===== src/rhsp_regs.svh =====
/*
 * constants of the host serial slave port: word size, fifo depth, widths.
 * assumes inclusion by the package and design files under one guard.
 */
`ifndef RHSP_REGS_SVH
`define RHSP_REGS_SVH
`define RHSP_WORD_BITS   16
`define RHSP_CNT_BITS    5
`define RHSP_FIFO_DEPTH  32
`define RHSP_RESET_WORD  16'h0000
`endif


===== src/rhsp_pkg.sv =====
/*
 * types shared by the serial slave port files.
 * assumes rhsp_regs.svh in the include path.
 */
`include "rhsp_regs.svh"
package rhsp_pkg;
	typedef logic [`RHSP_WORD_BITS-1:0] rhsp_word_t;
	typedef logic [`RHSP_CNT_BITS-1:0]  rhsp_cnt_t;
endpackage


===== src/rhsp_fifo.sv =====
/*
 * synchronous fifo with valid/ready on both sides.
 * assumes one clock and an asynchronous active-high reset.
 */
module rhsp_fifo #(
	parameter int WIDTH = 16,
	parameter int DEPTH = 32
) (
	input  wire logic             clk,
	input  wire logic             reset,
	input  wire logic [WIDTH-1:0] in_data,
	input  wire logic             in_valid,
	output logic                  in_ready,
	output logic      [WIDTH-1:0] out_data,
	output logic                  out_valid,
	input  wire logic             out_ready
);
	localparam int AW = $clog2(DEPTH);
	logic [WIDTH-1:0] mem [DEPTH];
	logic [AW:0]      wr_ptr;
	logic [AW:0]      rd_ptr;
	wire              do_wr = in_valid && in_ready;
	wire              do_rd = out_valid && out_ready;
	wire [AW:0]       fill  = wr_ptr - rd_ptr;

	assign in_ready  = (fill != DEPTH[AW:0]);
	assign out_valid = (fill != '0);
	assign out_data  = mem[rd_ptr[AW-1:0]];

	always_ff @(posedge clk) begin
		if (do_wr)
			mem[wr_ptr[AW-1:0]] <= in_data;
	end
	always_ff @(posedge clk or posedge reset) begin
		if (reset) begin
			wr_ptr <= '0;
			rd_ptr <= '0;
		end else begin
			wr_ptr <= wr_ptr + (AW+1)'(do_wr);
			rd_ptr <= rd_ptr + (AW+1)'(do_rd);
		end
	end
endmodule // rhsp_fifo


===== src/rhsp_slave.sv =====
/*
 * serial slave port: 16-bit full-duplex words framed by select.
 * received words queue in a fifo toward the user; transmit word is
 * taken from tx_data/tx_valid at frame start. serial pins are
 * asynchronous and resynchronised on clk (serial clock <= clk/8).
 */
`include "rhsp_regs.svh"
module rhsp_slave #(
	parameter int FIFO_DEPTH = `RHSP_FIFO_DEPTH
) (
	input  wire logic        clk,
	input  wire logic        reset,
	input  wire logic        host_serial_clock,
	input  wire logic        select_n,
	input  wire logic        host_to_device_line,
	output logic             device_to_host_line,
	output logic             device_to_host_oe,
	input  wire rhsp_pkg::rhsp_word_t tx_data,
	input  wire logic        tx_valid,
	output logic             tx_taken,
	output rhsp_pkg::rhsp_word_t rx_data,
	output logic             rx_valid,
	input  wire logic        rx_ready,
	output logic             overrun,
	output logic             frame_error
);
	import rhsp_pkg::*;

	// ------------------------------------------------------------
	// pin synchronisers
	// ------------------------------------------------------------
	logic [1:0] sck_s;
	logic [1:0] sel_s;
	logic [1:0] din_s;
	logic       sck_d;
	logic       sel_d;
	always_ff @(posedge clk or posedge reset) begin
		if (reset) begin
			sck_s <= 2'h0;
			sel_s <= 2'h3;
			din_s <= 2'h0;
			sck_d <= 1'b0;
			sel_d <= 1'b1;
		end else begin
			sck_s <= {sck_s[0], host_serial_clock};
			sel_s <= {sel_s[0], select_n};
			din_s <= {din_s[0], host_to_device_line};
			sck_d <= sck_s[1];
			sel_d <= sel_s[1];
		end
	end
	wire sck_rise  = sck_s[1] && !sck_d;
	wire sck_fall  = !sck_s[1] && sck_d;
	wire sel_act   = !sel_s[1];
	wire frm_start = !sel_s[1] && sel_d;
	wire frm_end   = sel_s[1] && !sel_d;

	// ------------------------------------------------------------
	// shift engine
	// ------------------------------------------------------------
	rhsp_word_t rx_shift;
	rhsp_word_t tx_shift;
	rhsp_cnt_t  bit_cnt;
	logic       word_done;
	logic       over_seen;
	wire        got_16  = (bit_cnt == rhsp_cnt_t'(`RHSP_WORD_BITS));
	wire        in_bit  = sel_act && sck_rise && !got_16;
	wire        out_bit = sel_act && sck_fall && (bit_cnt != '0) && !got_16;
	wire        extra_edge = sel_act && sck_rise && got_16;
	wire        fifo_in_ready;
	wire        push    = frm_end && got_16 && !over_seen;
	rhsp_word_t next_rx_shift;
	assign next_rx_shift = {rx_shift[`RHSP_WORD_BITS-2:0], din_s[1]};

	always_ff @(posedge clk or posedge reset) begin
		if (reset) begin
			rx_shift <= `RHSP_RESET_WORD;
			bit_cnt  <= '0;
		end else if (frm_start) begin
			bit_cnt <= '0;
		end else if (in_bit) begin
			rx_shift <= next_rx_shift;
			bit_cnt  <= bit_cnt + rhsp_cnt_t'(1);
		end
	end

	// a 17th rising edge spoils the word although 16 bits were counted
	always_ff @(posedge clk or posedge reset) begin
		if (reset)
			over_seen <= 1'b0;
		else if (frm_start)
			over_seen <= 1'b0;
		else if (extra_edge)
			over_seen <= 1'b1;
	end

	always_ff @(posedge clk or posedge reset) begin
		if (reset) begin
			tx_shift <= `RHSP_RESET_WORD;
			tx_taken <= 1'b0;
		end else begin
			tx_taken <= frm_start && tx_valid;
			if (frm_start)
				tx_shift <= tx_valid ? tx_data : `RHSP_RESET_WORD;
			else if (out_bit)
				tx_shift <= {tx_shift[`RHSP_WORD_BITS-2:0], 1'b0};
		end
	end

	// output only moves at frame start or after a falling edge
	always_ff @(posedge clk or posedge reset) begin
		if (reset) begin
			device_to_host_line <= 1'b0;
			device_to_host_oe   <= 1'b0;
		end else begin
			device_to_host_oe <= sel_act;
			if (frm_start)
				device_to_host_line <= tx_valid ?
					tx_data[`RHSP_WORD_BITS-1] : 1'b0;
			else if (out_bit)
				device_to_host_line <= tx_shift[`RHSP_WORD_BITS-2];
		end
	end

	// a short or overlong frame is dropped and flagged
	always_ff @(posedge clk or posedge reset) begin
		if (reset) begin
			word_done   <= 1'b0;
			overrun     <= 1'b0;
			frame_error <= 1'b0;
		end else begin
			word_done   <= push;
			overrun     <= push && !fifo_in_ready;
			frame_error <= (frm_end && !got_16) ||
				extra_edge;
		end
	end

	// ------------------------------------------------------------
	// receive queue
	// ------------------------------------------------------------
	rhsp_word_t fifo_out_data;
	logic       fifo_out_valid;
	wire        user_take = rx_valid && rx_ready;
	wire        fifo_pop  = fifo_out_valid && (!rx_valid || user_take);
	rhsp_fifo #(
		.WIDTH(`RHSP_WORD_BITS),
		.DEPTH(FIFO_DEPTH)
	) u_fifo (
		.clk       (clk),
		.reset     (reset),
		.in_data   (rx_shift),
		.in_valid  (push),
		.in_ready  (fifo_in_ready),
		.out_data  (fifo_out_data),
		.out_valid (fifo_out_valid),
		.out_ready (fifo_pop)
	);
	// output stage keeps rx outputs straight from flops
	always_ff @(posedge clk or posedge reset) begin
		if (reset) begin
			rx_valid <= 1'b0;
			rx_data  <= `RHSP_RESET_WORD;
		end else if (fifo_pop) begin
			rx_valid <= 1'b1;
			rx_data  <= fifo_out_data;
		end else if (user_take) begin
			rx_valid <= 1'b0;
		end
	end
endmodule // rhsp_slave


===== config.mk =====
export PLATFORM = sky130hd
export DESIGN_NAME = rhsp_slave
export DESIGN_NICKNAME = d
export VERILOG_FILES = /design/src/rhsp_pkg.sv /design/src/rhsp_fifo.sv /design/src/rhsp_slave.sv
export VERILOG_INCLUDE_DIRS = /design/src /design/src/src
export SDC_FILE = /design/constraint.sdc
export NUM_CORES = 1
export LEC_CHECK = 0
export CAP_MARGIN = 20
export CORE_MARGIN = 4
export CORE_UTILIZATION = 57
export DETAILED_ROUTE_END_ITERATION = 6
export DONT_BUFFER_PORTS = 1
export PLACE_DENSITY = 0.74
export SYNTH_ARGS = -nofsm -noshare
export SYNTH_HDL_FRONTEND = slang
export SYNTH_SLANG_ARGS = --single-unit

===== constraint.sdc =====
create_clock -name clk -period 3.85 [get_ports clk]
set_clock_uncertainty 0.1 [all_clocks]
set_input_delay 0.5775 -clock clk [delete_from_list [all_inputs] [get_ports clk]]
set_output_delay 0.5775 -clock clk [all_outputs]
set_load 0.02 [all_outputs]

# ---- After elaboration in Yosys (flattened, before gate mapping)
# Memories as Yosys holds them, arrays and structs flattened. A register that Yosys moved wholly into a read port is not among the register bits.
# Index checks and enable logic that the tools add are counted.
dict set report word_totals {
  reg_bits 63
  ramBits 512
  in_bits 23
  elab_cells 75
  n_memories 1
}
dict set report op_classes {
  addsub 4
  n_eq_ne 2
  muxes 14
  bitwise 1
  reduce_logical 36
}
# memory depth width read_ports rd_ports_with_merged_regs wr line_no
set mem_list {}
lappend mem_list {u_fifo.mem 32 16 1 1 1 rhsp_fifo.sv:19} ;# logic [WIDTH-1:0] mem [DEPTH];
# operator count
set op_table {}
lappend op_table {{15-bit 2-to-1 mux} 3}
lappend op_table {{1-bit logical AND} 19}
lappend op_table {{6-bit by 1-bit adder with 6-bit output} 2}
lappend op_table {{5-bit 2-to-1 mux} 2}
lappend op_table {{1-bit 2-to-1 mux} 9}
lappend op_table {{1-bit zero test} 8}
lappend op_table {{2-bit nonzero test} 4}
lappend op_table {{6-bit != test, second input constant} 1}
lappend op_table {{6-bit nonzero test} 1}
lappend op_table {{6-bit subtractor} 1}
lappend op_table {{5-bit by 1-bit adder with 5-bit output, second input constant} 1}
lappend op_table {{5-bit == test, second input constant} 1}
lappend op_table {{5-bit nonzero test} 1}
lappend op_table {{1-bit logical OR} 2}
lappend op_table {{2-bit AND reduction} 1}
lappend op_table {{1-bit NOT} 1}

# ---- Depth between registers and ports, before layout
# Gate-level depths: netlist of run 1.
dict set report depth {
  depth_word 7
  depth_mapped 15
  ltp_nobuf 12
}

# ---- Hierarchy
# Synthesis of run 1 repeated with hierarchy kept, for this count alone.
dict set report unflattened {
  cells_unflattened 1330
  area_unflattened_um2 23487.5
}
# mod n_inst cells_each area_each_um2 seq_area_each_um2
set modules_own_cells {}
lappend modules_own_cells {rhsp_fifo 1 1108 20669.8 15675.0}
lappend modules_own_cells {rhsp_slave 1 222 2817.7 1680.4}

# ---- Least setup slack after synthesis of run 1
# No wires, ideal clock.
dict set report synth_path {
  path_type {flip-flop to flip-flop}
  startpoint {reg u_fifo.rd_ptr[2]}
  endpoint {mem u_fifo.mem[12][0], enable pin}
  setup_ns 0.409
  t_arrival_ns 3.657
  t_required_ns 3.341
  slack_ns -0.317
  stages_incl_launch_ff 10
  path_buffers 2
  synth_period_minus_slack_ns 4.167
  path_cell_list {dfrtp_1 inv_2 buf_1 ha_1 o21ai_0 a21oi_1 a311o_1 a31o_2 clkbuf_1 nor3_1}
}
dict set report synth_via {
  elab_chain_len 5
}
# item line_no
set synth_rtl {}
lappend synth_rtl {{from (decl)} rhsp_fifo.sv:21} ;# logic [AW:0] rd_ptr;
lappend synth_rtl {{from (signal assigned)} rhsp_fifo.sv:40} ;# rd_ptr <= rd_ptr + (AW+1)'(do_rd);
lappend synth_rtl {{6-bit subtractor} rhsp_fifo.sv:24} ;# wire [AW:0] fill = wr_ptr - rd_ptr;
lappend synth_rtl {{6-bit != test} rhsp_fifo.sv:26} ;# assign in_ready = (fill != DEPTH[AW:0]);
lappend synth_rtl {{1-bit logical AND} rhsp_fifo.sv:22} ;# wire do_wr = in_valid && in_ready;
lappend synth_rtl {{1-bit 2-to-1 mux} rhsp_fifo.sv:31} ;# if (do_wr)
lappend synth_rtl {{1-bit 2-to-1 mux (not written as such)} rhsp_fifo.sv:32} ;# mem[wr_ptr[AW-1:0]] <= in_data;
lappend synth_rtl {{to (decl)} rhsp_fifo.sv:19}
# Every way passes these cells.

# ---- Worst setup path in the final report of run 1
dict set report layout_path {
  startpoint {reg u_fifo.rd_ptr[2]}
  endpoint {mem u_fifo.mem[8][10], enable pin}
}
# The elaborated chain is that of the path after synthesis.

==> results of run 1 <==
-- worst max-delay path: cells and delay by family, from the launching register on --
kind	cells	cell delay, ps
buf+inv	3	640
compound gates	5	1240
simple gates	1	320
fa+ha+maj	1	340
flops	1	620
-- layout by cell type, fill, tap and decap left out, drive strengths merged, types with 3 or more instances in the layout --
cell type    instances
edfxtp             512
clkinv              24
a31oi               24
dfrtp               76
nand3b               4
dfstp                3
mux4               133
ha                  11
xor2                 7
nor3b                4
a21oi                3
nor2                38
mux2                32
nand4                3
nor2b                3
clkbuf              73
a22oi                9
nand2b               5
o21ai               11
bufinv               7
inv                  9
buf                 88
xnor2                7
mux2i               37
nand2               50
a221oi              18
nand3               21
dlygate4sd3          5
nor3                32
-- report_power, final --
| group | leakage (nW) | switching, W | internal [W] |
|---|---|---|---|
| Sequential | 5.72 | 0.000124 | 0.00714 |
| Combinational | 2.05 | 0.000213 | 0.000118 |
| Clock | 0.892 | 0.00224 | 0.00322 |
-- sequential cells by signal, summed over array words and instances (netlist names) --
signal	cells
frame_error	1
sck_s	2
sel_d	1
sel_s	2
bit_cnt	5
over_seen	1
overrun	1
u_fifo.rd_ptr	6
device_to_host_oe	1
tx_shift	15
u_fifo.wr_ptr	6
rx_data	16
u_fifo.mem	512
tx_taken	1
rx_shift	16
rx_valid	1
din_s	2
sck_d	1
device_to_host_line	1
-- cell type report --
cell class | count | area (sq um) | area share, %
Clock buffer | 73 | 1520 | 5.78
Multi-Input combinational cell | 467 | 5450 | 20.8
Timing Repair Buffer | 93 | 896 | 3.42
Inverter | 12 | 46.3 | 0.177
Sequential cell | 591 | 17400 | 66.2
Clock inverter | 28 | 300 | 1.15
Tap cell | 525 | 657 | 2.50
-- path summary, 6_finish.rpt --
check | startpoint | endpoint | slack, ps | cells past startpoint
worst max register to register | u_fifo.rd_ptr[2]$_DFF_PP0_ | u_fifo.mem[8][10]$_DFFE_PP_ | 270 | 10
worst max-delay path | u_fifo.rd_ptr[2]$_DFF_PP0_ | u_fifo.mem[8][10]$_DFFE_PP_ | 270 | 10
worst min-delay path | tx_valid | tx_shift[13]$_DFFE_PP0P_ | 40 | 2
worst min register to register | din_s[0]$_DFF_PP0_ | din_s[1]$_DFF_PP0_ | 250 | 0
max in group asynchronous | reset | u_fifo.rd_ptr[1]$_DFF_PP0_ | 2740 | 3
min in group asynchronous | reset | u_fifo.wr_ptr[1]$_DFF_PP0_ | 270 | 2
-- routing by layer --
metal / wire length (um) / up-vias
met5: 23 / -
met4: 1050 / 4
met3: 4030 / 78
met2: 24500 / 501
met1: 20100 / 5908
li1: - / 4799
-- cell families after synthesis --
kind of cell,after synthesis,synth area share (%)
simple gates,168,3.40
buf+inv,71,1.39
xor+xnor,14,0.534
flops,591,75.6
fa+ha+maj,11,0.600
compound gates,72,2.25
mux,202,16.2
-- through the flow --
step / setup TNS (ps) / area (sq um)
2_1_floorplan: -151850 / 23000
3_3_place_gp: 0 / 24100
3_5_place_dp: 0 / 24100
4_1_cts: 0 / 26000
5_1_grt: 0 / 26200
6_report: 0 / 26200
==> summary.md, run 1 <==
| Metric | Value |
|---|---|
| Final period util | `92.9%` |
| H-tree Lvls | `2` |
| Top cells by count, synth | `edfxtp_1, mux4_2, dfrtp_1, nand2_1, nor2_1` |
| Crit-path max FO | `25` |
| Post-detail-place hpwl | `30400 um` |
| Met1 GRT Util | `around 34%` |
| FP Rows | `73` |
| Vias in the first global route | `11650` |
| Routed len/inst | `around 28 um` |
| Min Hold Slack | `between 40 and 50 ps` |
| Worst slew pin tran | `1070 ps` |
| Post-DR vias/cell | `6.31` |
| Cell Chain, Critical Path | `inv_2, ha_1, o21ai_0, a21oi_1, o32ai_1, a311o_1, a31o_2, buf_4, nor3_2, buf_4` |
| Register bit total from synthesis | `591` |
| Post-Place Cells | `1675` |
| Post-synth EDFFs | `512` |
| Final wirelength | `49700 um` |
| # fillers | `2497` |
| Synth cell types | `41` |
| Slew margin rel. | `about 29%` |
| Post-layout minimum cycle time | `3580 ps` |
| # IOs | `45` |
| Area delta synth->final | `14.2%` |
| M3 GR Usage | `5.70%` |
| Worst setup SP type | `register` |
| CTS Hold Bufs | `5` |
| Setup Buffers After CTS | `0` |
| Crit Path Class | `reg -> reg` |
| Worst path most repeated cell | `buf_4` |
| Clk slew on worst S/H paths | `around 60 ps` |
| Layout cells sized above 1 | `29.6%` |
| GR Overflow Total | `0` |
| Initial DRC count | `1325` |
| Syn Inst Count | `1129` |
| CTS Root Cell | `clkbuf_16` |
| Area leader, netlist | `edfxtp_1` |
| Post-synth ARST share | `13.4%` |
| Finish-stage setup viols | `0` |
| Final Worst Setup Slack | `274 ps` |
| Sequential fraction of the synthesis area | `75.6%` |
| Final core occ | `66.0%` |
| Yosys warns | `0` |
| WP data required | `4030 ps` |
| Synthesized Nets | `1163` |
| Leakage | `8.66 nW` |
| CP Capture Type | `register` |
| Die width | `~210 um` |
| Cell Area, Synth | `23000 sq um` |
| Port Buf Inserts | `0` |
| Gp weighted congestion | `roughly 0.83` |
| Slowest stage delay, CP | `620 ps` |
| Most frequent cell after synthesis | `edfxtp_1` |
| CTS tree | `yes` |
| Initial core utilization | `slightly below 60%` |
| DRC | `0` |
| Achievable frequency | `280 MHz` |
| Power per cell area | `498 nW/um^2` |
| Top flip-flop cell by instance count after synthesis | `edfxtp_1` |
| Post-route ant nets | `0` |
| # diodes | `0` |
| WP data arrival | `3760 ps` |
| Busiest grt layer | `met2` |
| Initial antenna violation count | `2` |
| Maximum number of pins on one net before global-route repair | `113` |
| RSZ-0062 raised after global routing | `no` |
| Post_cts resized | `0` |
| Pwr Total | `0.0131 W` |
| Worst vdd ir | `around 0.00036 V` |
| Skew-Pair Late Insertion Delay | `~600 ps` |
| Slowest stage cell on the critical path | `dfrtp_1` |
| Die Span Y | `209 um` |
| Final Hold Fails | `0` |
| Total GRT Usage | `23.2%` |
| Setup WS pre-CTS | `386 ps` |
| Status | `finished, final reports clean` |
| Total CTS buffers | `56` |
| Worst hold path type | `in -> reg` |
| Max cap viols | `0` |
| DRT Pass-1 Iters | `5` |
| Final Max Slew Viols | `0` |
| Global-route wire length before repair | `around 75000 um` |
| Fin cells | `1789` |
| Die area | `43500 sq um` |
| CORE AREA | `around 40000 sq um` |
| Syn Area/Cell | `a little over 20 sq um` |
| Vias | `approximately 11000` |
| Sink Count | `591` |
| Top post-synthesis cells by area | `edfxtp_1, mux4_2, dfrtp_1, mux2i_1, mux2_2` |
| Final-stage net count | `1255` |
| Share of the synthesized area in the top cell type | `between 60% and 70%` |
| Clock tree buffer depth | `3` |
| GRT met2 Usage | `36.5%` |
Note: power is estimated with default switching activity, not from simulation.
==> inputs of run 2 (changes only) <==
==> constraint.sdc (replaced) <==
create_clock -name clk -period 3.85 [get_ports clk]
set_clock_uncertainty 0.1 [all_clocks]
set_input_delay 0.1925 -clock clk [delete_from_list [all_inputs] [get_ports clk]]
set_output_delay 0.1925 -clock clk [all_outputs]
set_load 0.02 [all_outputs]
==> run 2 against run 1 <==
Net effect: utilization up 0.41 points; hold slack worse by 9.9 ps; sequential share of layout area fell by 0.41 points; largest power group unchanged; highest routed layer is now met4.
==> summary.md, run 2 (synthesis results as in run 1) <==
| Metric | Value |
|---|---|
| Status | `finished, final reports clean` |
| DRC | `0 (unchanged)` |
| Maximum number of pins on one net before global-route repair | `113 (unchanged)` |
| GR Overflow Total | `0 (unchanged)` |
| Routed len/inst | `27.5 um (-0.85%)` |
| Initial core utilization | `57.8% (unchanged)` |
| Skew-Pair Late Insertion Delay | `610 ps (+20 ps)` |
| Min Hold Slack | `32.7 ps (-9.91 ps)` |
| # fillers | `2476 (-0.84%)` |
| RSZ-0062 raised after global routing | `no` |
| WP data arrival | `3640 ps (-120 ps)` |
| Worst hold path type | `in -> reg` |
| Setup Buffers After CTS | `0 (unchanged)` |
| Final-stage net count | `1274 (+1.5%)` |
| DRT Pass-1 Iters | `6 (+1)` |
| Area of the multi-input gates | `5450 sq um (unchanged)` |
| CP Capture Type | `register` |
| H-tree Lvls | `2 (unchanged)` |
| Max cap viols | `0 (unchanged)` |
| Max reg flops | `512 (unchanged)` |
| Final Worst Setup Slack | `409 ps (+135 ps)` |
| Fin cells | `1810 (+1.2%)` |
| CTS tree | `yes` |
| Setup WS pre-CTS | `459 ps (+73.1 ps)` |
| Achievable frequency | `291 MHz (+3.9%)` |
| Initial DRC count | `1304 (-1.6%)` |
| Die area | `43500 sq um (unchanged)` |
| Die Span Y | `209 um (unchanged)` |
| Post-DR vias/cell | `6.36 (+0.85%)` |
| CORE AREA | `39700 sq um (unchanged)` |
| Clock tree buffer depth | `3 (unchanged)` |
| Post-detail-place hpwl | `30300 um (-0.11%)` |
| Finish-stage setup viols | `0 (unchanged)` |
| Slew margin rel. | `27.5% (-1.4 points)` |
| Clk slew on worst S/H paths | `60 ps (about the same)` |
| Worst setup SP type | `register` |
| Gp weighted congestion | `0.851 (+2.5%)` |
| Post_cts resized | `0 (unchanged)` |
| Area occupied by registers | `17400 sq um (unchanged)` |
| Vias in the first global route | `11508 (-1.2%)` |
| Pwr Total | `0.0129 W (-0.88%)` |
| Port Buf Inserts | `0 (unchanged)` |
| Final core occ | `66.4% (+0.41 points)` |
| Crit Path Class | `reg -> reg` |
| Worst vdd ir | `0.000396 V (+8.9%)` |
| Crit-path max FO | `20 (-20%)` |
| Post-route ant nets | `0 (unchanged)` |
| Initial antenna violation count | `0 (-2)` |
| Most frequent cells in the layout | `edfxtp_1, mux4_2, buf_4` |
| Die width | `209 um (unchanged)` |
| Final Max Slew Viols | `0 (unchanged)` |
| Sink Count | `591 (unchanged)` |
| Leakage | `8.73 nW (+0.78%)` |
| Worst slew pin tran | `1090 ps (+21.6 ps)` |
| Area delta synth->final | `14.9%` |
| Total CTS buffers | `56 (unchanged)` |
| Power per cell area | `491 nW/um^2 (-1.5%)` |
| Final period util | `89.4% (-3.5 points)` |
| Post-Place Cells | `1678 (+0.18%)` |
| WP data required | `4050 ps (+20 ps)` |
| Layout cells sized above 1 | `29.8% (+0.22 points)` |
| Global-route wire length before repair | `74900 um (-0.70%)` |
| Final wirelength | `49800 um (+0.31%)` |
| FP Rows | `73 (unchanged)` |
| Total GRT Usage | `22.9% (-0.25 points)` |
| # IOs | `45 (unchanged)` |
| CTS Root Cell | `clkbuf_16` |
| Vias | `11520 (+2.0%)` |
| Post-layout minimum cycle time | `3440 ps (-135 ps)` |
| Commonest non-fill, non-tap cell in the layout | `edfxtp_1` |
| Final Hold Fails | `0 (unchanged)` |
| # diodes | `0 (unchanged)` |
-- run 2: cell types whose count changed in the layout (fill, tap and decap cells not counted), sizes merged --
cell,change
inv,+2
bufinv,-5
dlygate4sd3,+18
buf,+1
clkinv,-2
clkinvlp,+2
clkbuf,+5
-- run 2: area by class of cell --
cell class	count	area share [%]
Multi-Input combinational cell	467	20.6
Tap cell	525	2.49
Clock buffer	78	6.05
Sequential cell	591	65.8
Clock inverter	25	0.692
Inverter	12	0.175
Timing Repair Buffer	112	4.15
-- run 2: timing repair --
action	4_1_cts	5_1_grt
setup endpoints to repair	0	0
hold endpoints to repair	70	0
hold buffers	23	0
-- run 2: where the power goes --
part	internal (W)	switching, W	total (W)
Sequential	0.00715	0.000125	0.00727
Clock	0.00302	0.00229	0.00530
Combinational	0.000135	0.000233	0.000368
Total	0.0103	0.00264	0.0129
-- run 2: metrics by stage --
step / cell area [sq um] / TNS, ps
after floorplan: 23000 / -151850
after global placement: 24200 / 0
after detailed placement: 24200 / 0
after CTS: 26200 / 0
after global routing: 26400 / 0
final: 26400 / 0
-- run 2: per-layer routing --
metal,part of all wire (%),global-route usage (%),wire [um],up-vias
li1,-,-,-,4855
met1,41,34.6,20300,6043
met2,49,35.7,24500,532
met3,7.5,3.53,3750,90
met4,2.5,6.55,1260,0
met5,0,0,0,-
-- run 2: final timing paths --
check                                           start                           end  slack (ps)  cells past startpoint
setup / recovery           u_fifo.rd_ptr[2]$_DFF_PP0_  u_fifo.mem[12][13]$_DFFE_PP_         410                     10
hold / removal                               select_n            sel_s[0]$_DFF_PP1_          30                      1
setup reg to reg           u_fifo.rd_ptr[2]$_DFF_PP0_  u_fifo.mem[12][13]$_DFFE_PP_         410                     10
hold reg to reg                    din_s[0]$_DFF_PP0_            din_s[1]$_DFF_PP0_         250                      0
max in group asynchronous                       reset      rx_shift[15]$_DFFE_PP0P_        2600                      3
min in group asynchronous                       reset            tx_taken$_DFF_PP0_         120                      2
-- run 2: worst max-delay path, cell delays in order, from the launching register on --
cell and delay, ps:
dfrtp_1 570, inv_2 80, ha_1 330, o21ai_0 90, a21oi_1 180, o32ai_1 100
a311o_1 350, a31o_2 420, buf_4 290, nor3_2 320, buf_4 280
==> inputs of run 3 (changes only) <==
--- a/config.mk
+++ b/config.mk
@@ -8,10 +8,10 @@
 export LEC_CHECK = 0
 export CAP_MARGIN = 20
 export CORE_MARGIN = 4
-export CORE_UTILIZATION = 57
+export CORE_UTILIZATION = 55
 export DETAILED_ROUTE_END_ITERATION = 6
 export DONT_BUFFER_PORTS = 1
-export PLACE_DENSITY = 0.74
+export PLACE_DENSITY = 0.72
 export SYNTH_ARGS = -nofsm -noshare
 export SYNTH_HDL_FRONTEND = slang
 export SYNTH_SLANG_ARGS = --single-unit
==> run 3 against run 2 <==
Net effect: the flow now finishes with violations (DRC); hold slack better by 16 ps; via count fell by 0.46%; setup slack better by 3.0 ps; cell count about the same; largest cell class unchanged; highest routed layer is now met5.
==> summary.md, run 3 (synthesis results as in run 1) <==
| Metric | Value |
|---|---|
| Initial DRC count | `1379 (+5.8%)` |
| Finish-stage setup viols | `0 (unchanged)` |
| GR Overflow Total | `0 (unchanged)` |
| WP data required | `4040 ps (about the same)` |
| RSZ-0062 raised after global routing | `no` |
| Area delta synth->final | `15.0% (about the same)` |
| Combinational Power Share | `2.5% (-0.3 points)` |
| Cell Chain, Critical Path | `inv_2, ha_1, o21ai_0, a21oi_1, o32ai_1, a311o_1, a31o_4, nor3_2, buf_4` |
| Failing checks | `DRC` |
| Post-detail-place hpwl | `30400 um (+0.32%)` |
| Vias | `11467 (-0.46%)` |
| Clock tree buffer depth | `3 (unchanged)` |
| CTS Root Cell | `clkbuf_16` |
| Die Span Y | `212 um (+1.7%)` |
| Most frequent cells in the layout | `edfxtp_1, mux4_2, dfrtp_1` |
| Global-route wire length before repair | `76600 um (+2.4%)` |
| Die area | `45100 sq um (+3.5%)` |
| Fin cells | `1811 (+0.055%)` |
| Routed len/inst | `28.2 um (+2.5%)` |
| Port Buf Inserts | `0 (unchanged)` |
| Status | `finished with violations` |
| Crit-path max FO | `33 (+65%)` |
| Min Hold Slack | `49.2 ps (+16.5 ps)` |
| Leakage | `8.71 nW (-0.18%)` |
| Layout cells sized above 1 | `29.7% (-0.13 points)` |
| Initial antenna violation count | `4 (+4)` |
| Crit Path Class | `reg -> reg` |
| Post-layout minimum cycle time | `3440 ps (-3.00 ps)` |
| Pwr Total | `0.0133 W (+2.8%)` |
| Clk slew on worst S/H paths | `60 ps (about the same)` |
| Seq pwr share | `54.6% (-1.6 points)` |
| Post-Place Cells | `1676 (-0.12%)` |
| Worst slew pin tran | `968 ps (-120 ps)` |
| H-tree Lvls | `2 (unchanged)` |
| Final period util | `89.3% (about the same)` |
| CP Capture Type | `register` |
| Power per cell area | `504 nW/um^2 (+2.8%)` |
| Worst setup SP type | `register` |
| Commonest non-fill, non-tap cell in the layout | `edfxtp_1` |
| # fillers | `2655 (+7.2%)` |
| Switching Share | `20.2% (-0.24 points)` |
| Slew margin rel. | `35.5% (+8.0 points)` |
| Max cap viols | `0 (unchanged)` |
| CORE AREA | `41000 sq um (+3.2%)` |
| Post-DR vias/cell | `6.33 (-0.52%)` |
| Final Hold Fails | `0 (unchanged)` |
| CTS tree | `yes` |
| Cell Int Power | `0.0106 W (+3.1%)` |
| Sink Count | `591 (unchanged)` |
| Max reg flops | `512 (unchanged)` |
| Gp weighted congestion | `0.866 (+1.8%)` |
| # IOs | `45 (unchanged)` |
| Worst hold path type | `in -> reg` |
| Post-route ant nets | `0 (unchanged)` |
| Maximum number of pins on one net before global-route repair | `79 (-30%)` |
| WP data arrival | `3630 ps (about the same)` |
| Achievable frequency | `291 MHz (about the same)` |
| Slowest stage delay, CP | `580 ps (about the same)` |
| Final core occ | `64.4% (-2.0 points)` |
| Skew-Pair Late Insertion Delay | `610 ps (about the same)` |
| DRC | `1 (+1)` |
| DRT Pass-1 Iters | `7 (+1)` |
| Final Max Slew Viols | `0 (unchanged)` |
| Slowest stage cell on the critical path | `dfrtp_1` |
| FP Rows | `74 (+1.4%)` |
| Total CTS buffers | `55 (-1.8%)` |
| Delay-heaviest family, CP | `compound AO/OA/AOI/OAI gates` |
| CP bufs+invs | `2 (-1)` |
| Final-stage net count | `1264 (-0.78%)` |
| Clock Power Share | `42.9% (+1.9 points)` |
| Initial core utilization | `56.0% (-1.8 points)` |
| Final wirelength | `51100 um (+2.5%)` |
| Total GRT Usage | `23.1% (+0.18 points)` |
| Die width | `212 um (+1.7%)` |
| Psw | `0.00269 W (+1.6%)` |
| Worst vdd ir | `0.000403 V (+1.8%)` |
| Vias in the first global route | `11790 (+2.5%)` |
| Setup Buffers After CTS | `0 (unchanged)` |
## run 3: cell count changes in the layout (fill, tap and decap cells not counted), sizes merged
cell      before  now
buf           89   80
bufinv         2    9
clkbuf        78   73
clkinv        22   17
clkinvlp       2    6
diode          0    2
## run 3: power groups by stage
stage	registers [W]	logic, W	clock network (W)
after detailed placement	0.00744	0.000246	0
after CTS	0.00730	0.000270	0.00579
final	0.00727	0.000334	0.00571
after global routing	0.00727	0.000368	0.00608
after floorplan	0.00740	0.0000934	0
after global placement	0.00744	0.000215	0
## run 3: final timing paths
kind	start	end	slack (ps)	cells after the start
max	u_fifo.rd_ptr[2]$_DFF_PP0_	u_fifo.mem[10][11]$_DFFE_PP_	410	9
min	host_to_device_line	din_s[0]$_DFF_PP0_	50	1
max reg2reg	u_fifo.rd_ptr[2]$_DFF_PP0_	u_fifo.mem[10][11]$_DFFE_PP_	410	9
min reg2reg	din_s[0]$_DFF_PP0_	din_s[1]$_DFF_PP0_	250	0
max in group asynchronous	reset	sel_s[0]$_DFF_PP1_	2590	3
min in group asynchronous	reset	rx_shift[9]$_DFFE_PP0P_	90	2
## run 3: stage by stage
step | instance area, sq um | worst slack, ps | TNS (ps)
global placement | 24100 | 504 | 0
global route | 26400 | 186 | 0
CTS | 26300 | 321 | 0
detailed placement | 24100 | 345 | 0
finish | 26400 | 412 | 0
floorplan | 23000 | -317 | -151850
## run 3: cell type report
| type | instances | area, sq um | area share [%] |
|---|---|---|---|
| clock inverters | 31 | 415 | 1.57 |
| well taps | 532 | 666 | 2.52 |
| repair buffers | 103 | 946 | 3.58 |
| multi-input cells | 467 | 5450 | 20.7 |
| diodes | 2 | 5.00 | 0.0190 |
| flip-flops and latches | 591 | 17400 | 65.8 |
| clock buffers | 73 | 1510 | 5.70 |
| inverters | 12 | 46.3 | 0.175 |
## run 3: metal layers
metal | global-route usage (%) | part of all wire (%)
met1 | 33.8 | 40
met2 | 36.3 | 50
met3 | 4.65 | 8.2
met4 | 6.64 | 2.4
met5 | 0 | 0.025
## run 3: worst register-to-register path, cell delays in order (launching register included)
cell	delay, ps
dfrtp_1	580
inv_2	80
ha_1	350
o21ai_0	100
a21oi_1	210
o32ai_1	130
a311o_1	380
a31o_4	430
nor3_2	450
buf_4	310
## run 3: what timing repair did
action / CTS / global route
endpoints found under the hold margin: 65 / 0
resized for setup: 0 / 1
endpoints found under the setup margin: 0 / 2
hold buffers: 23 / 0
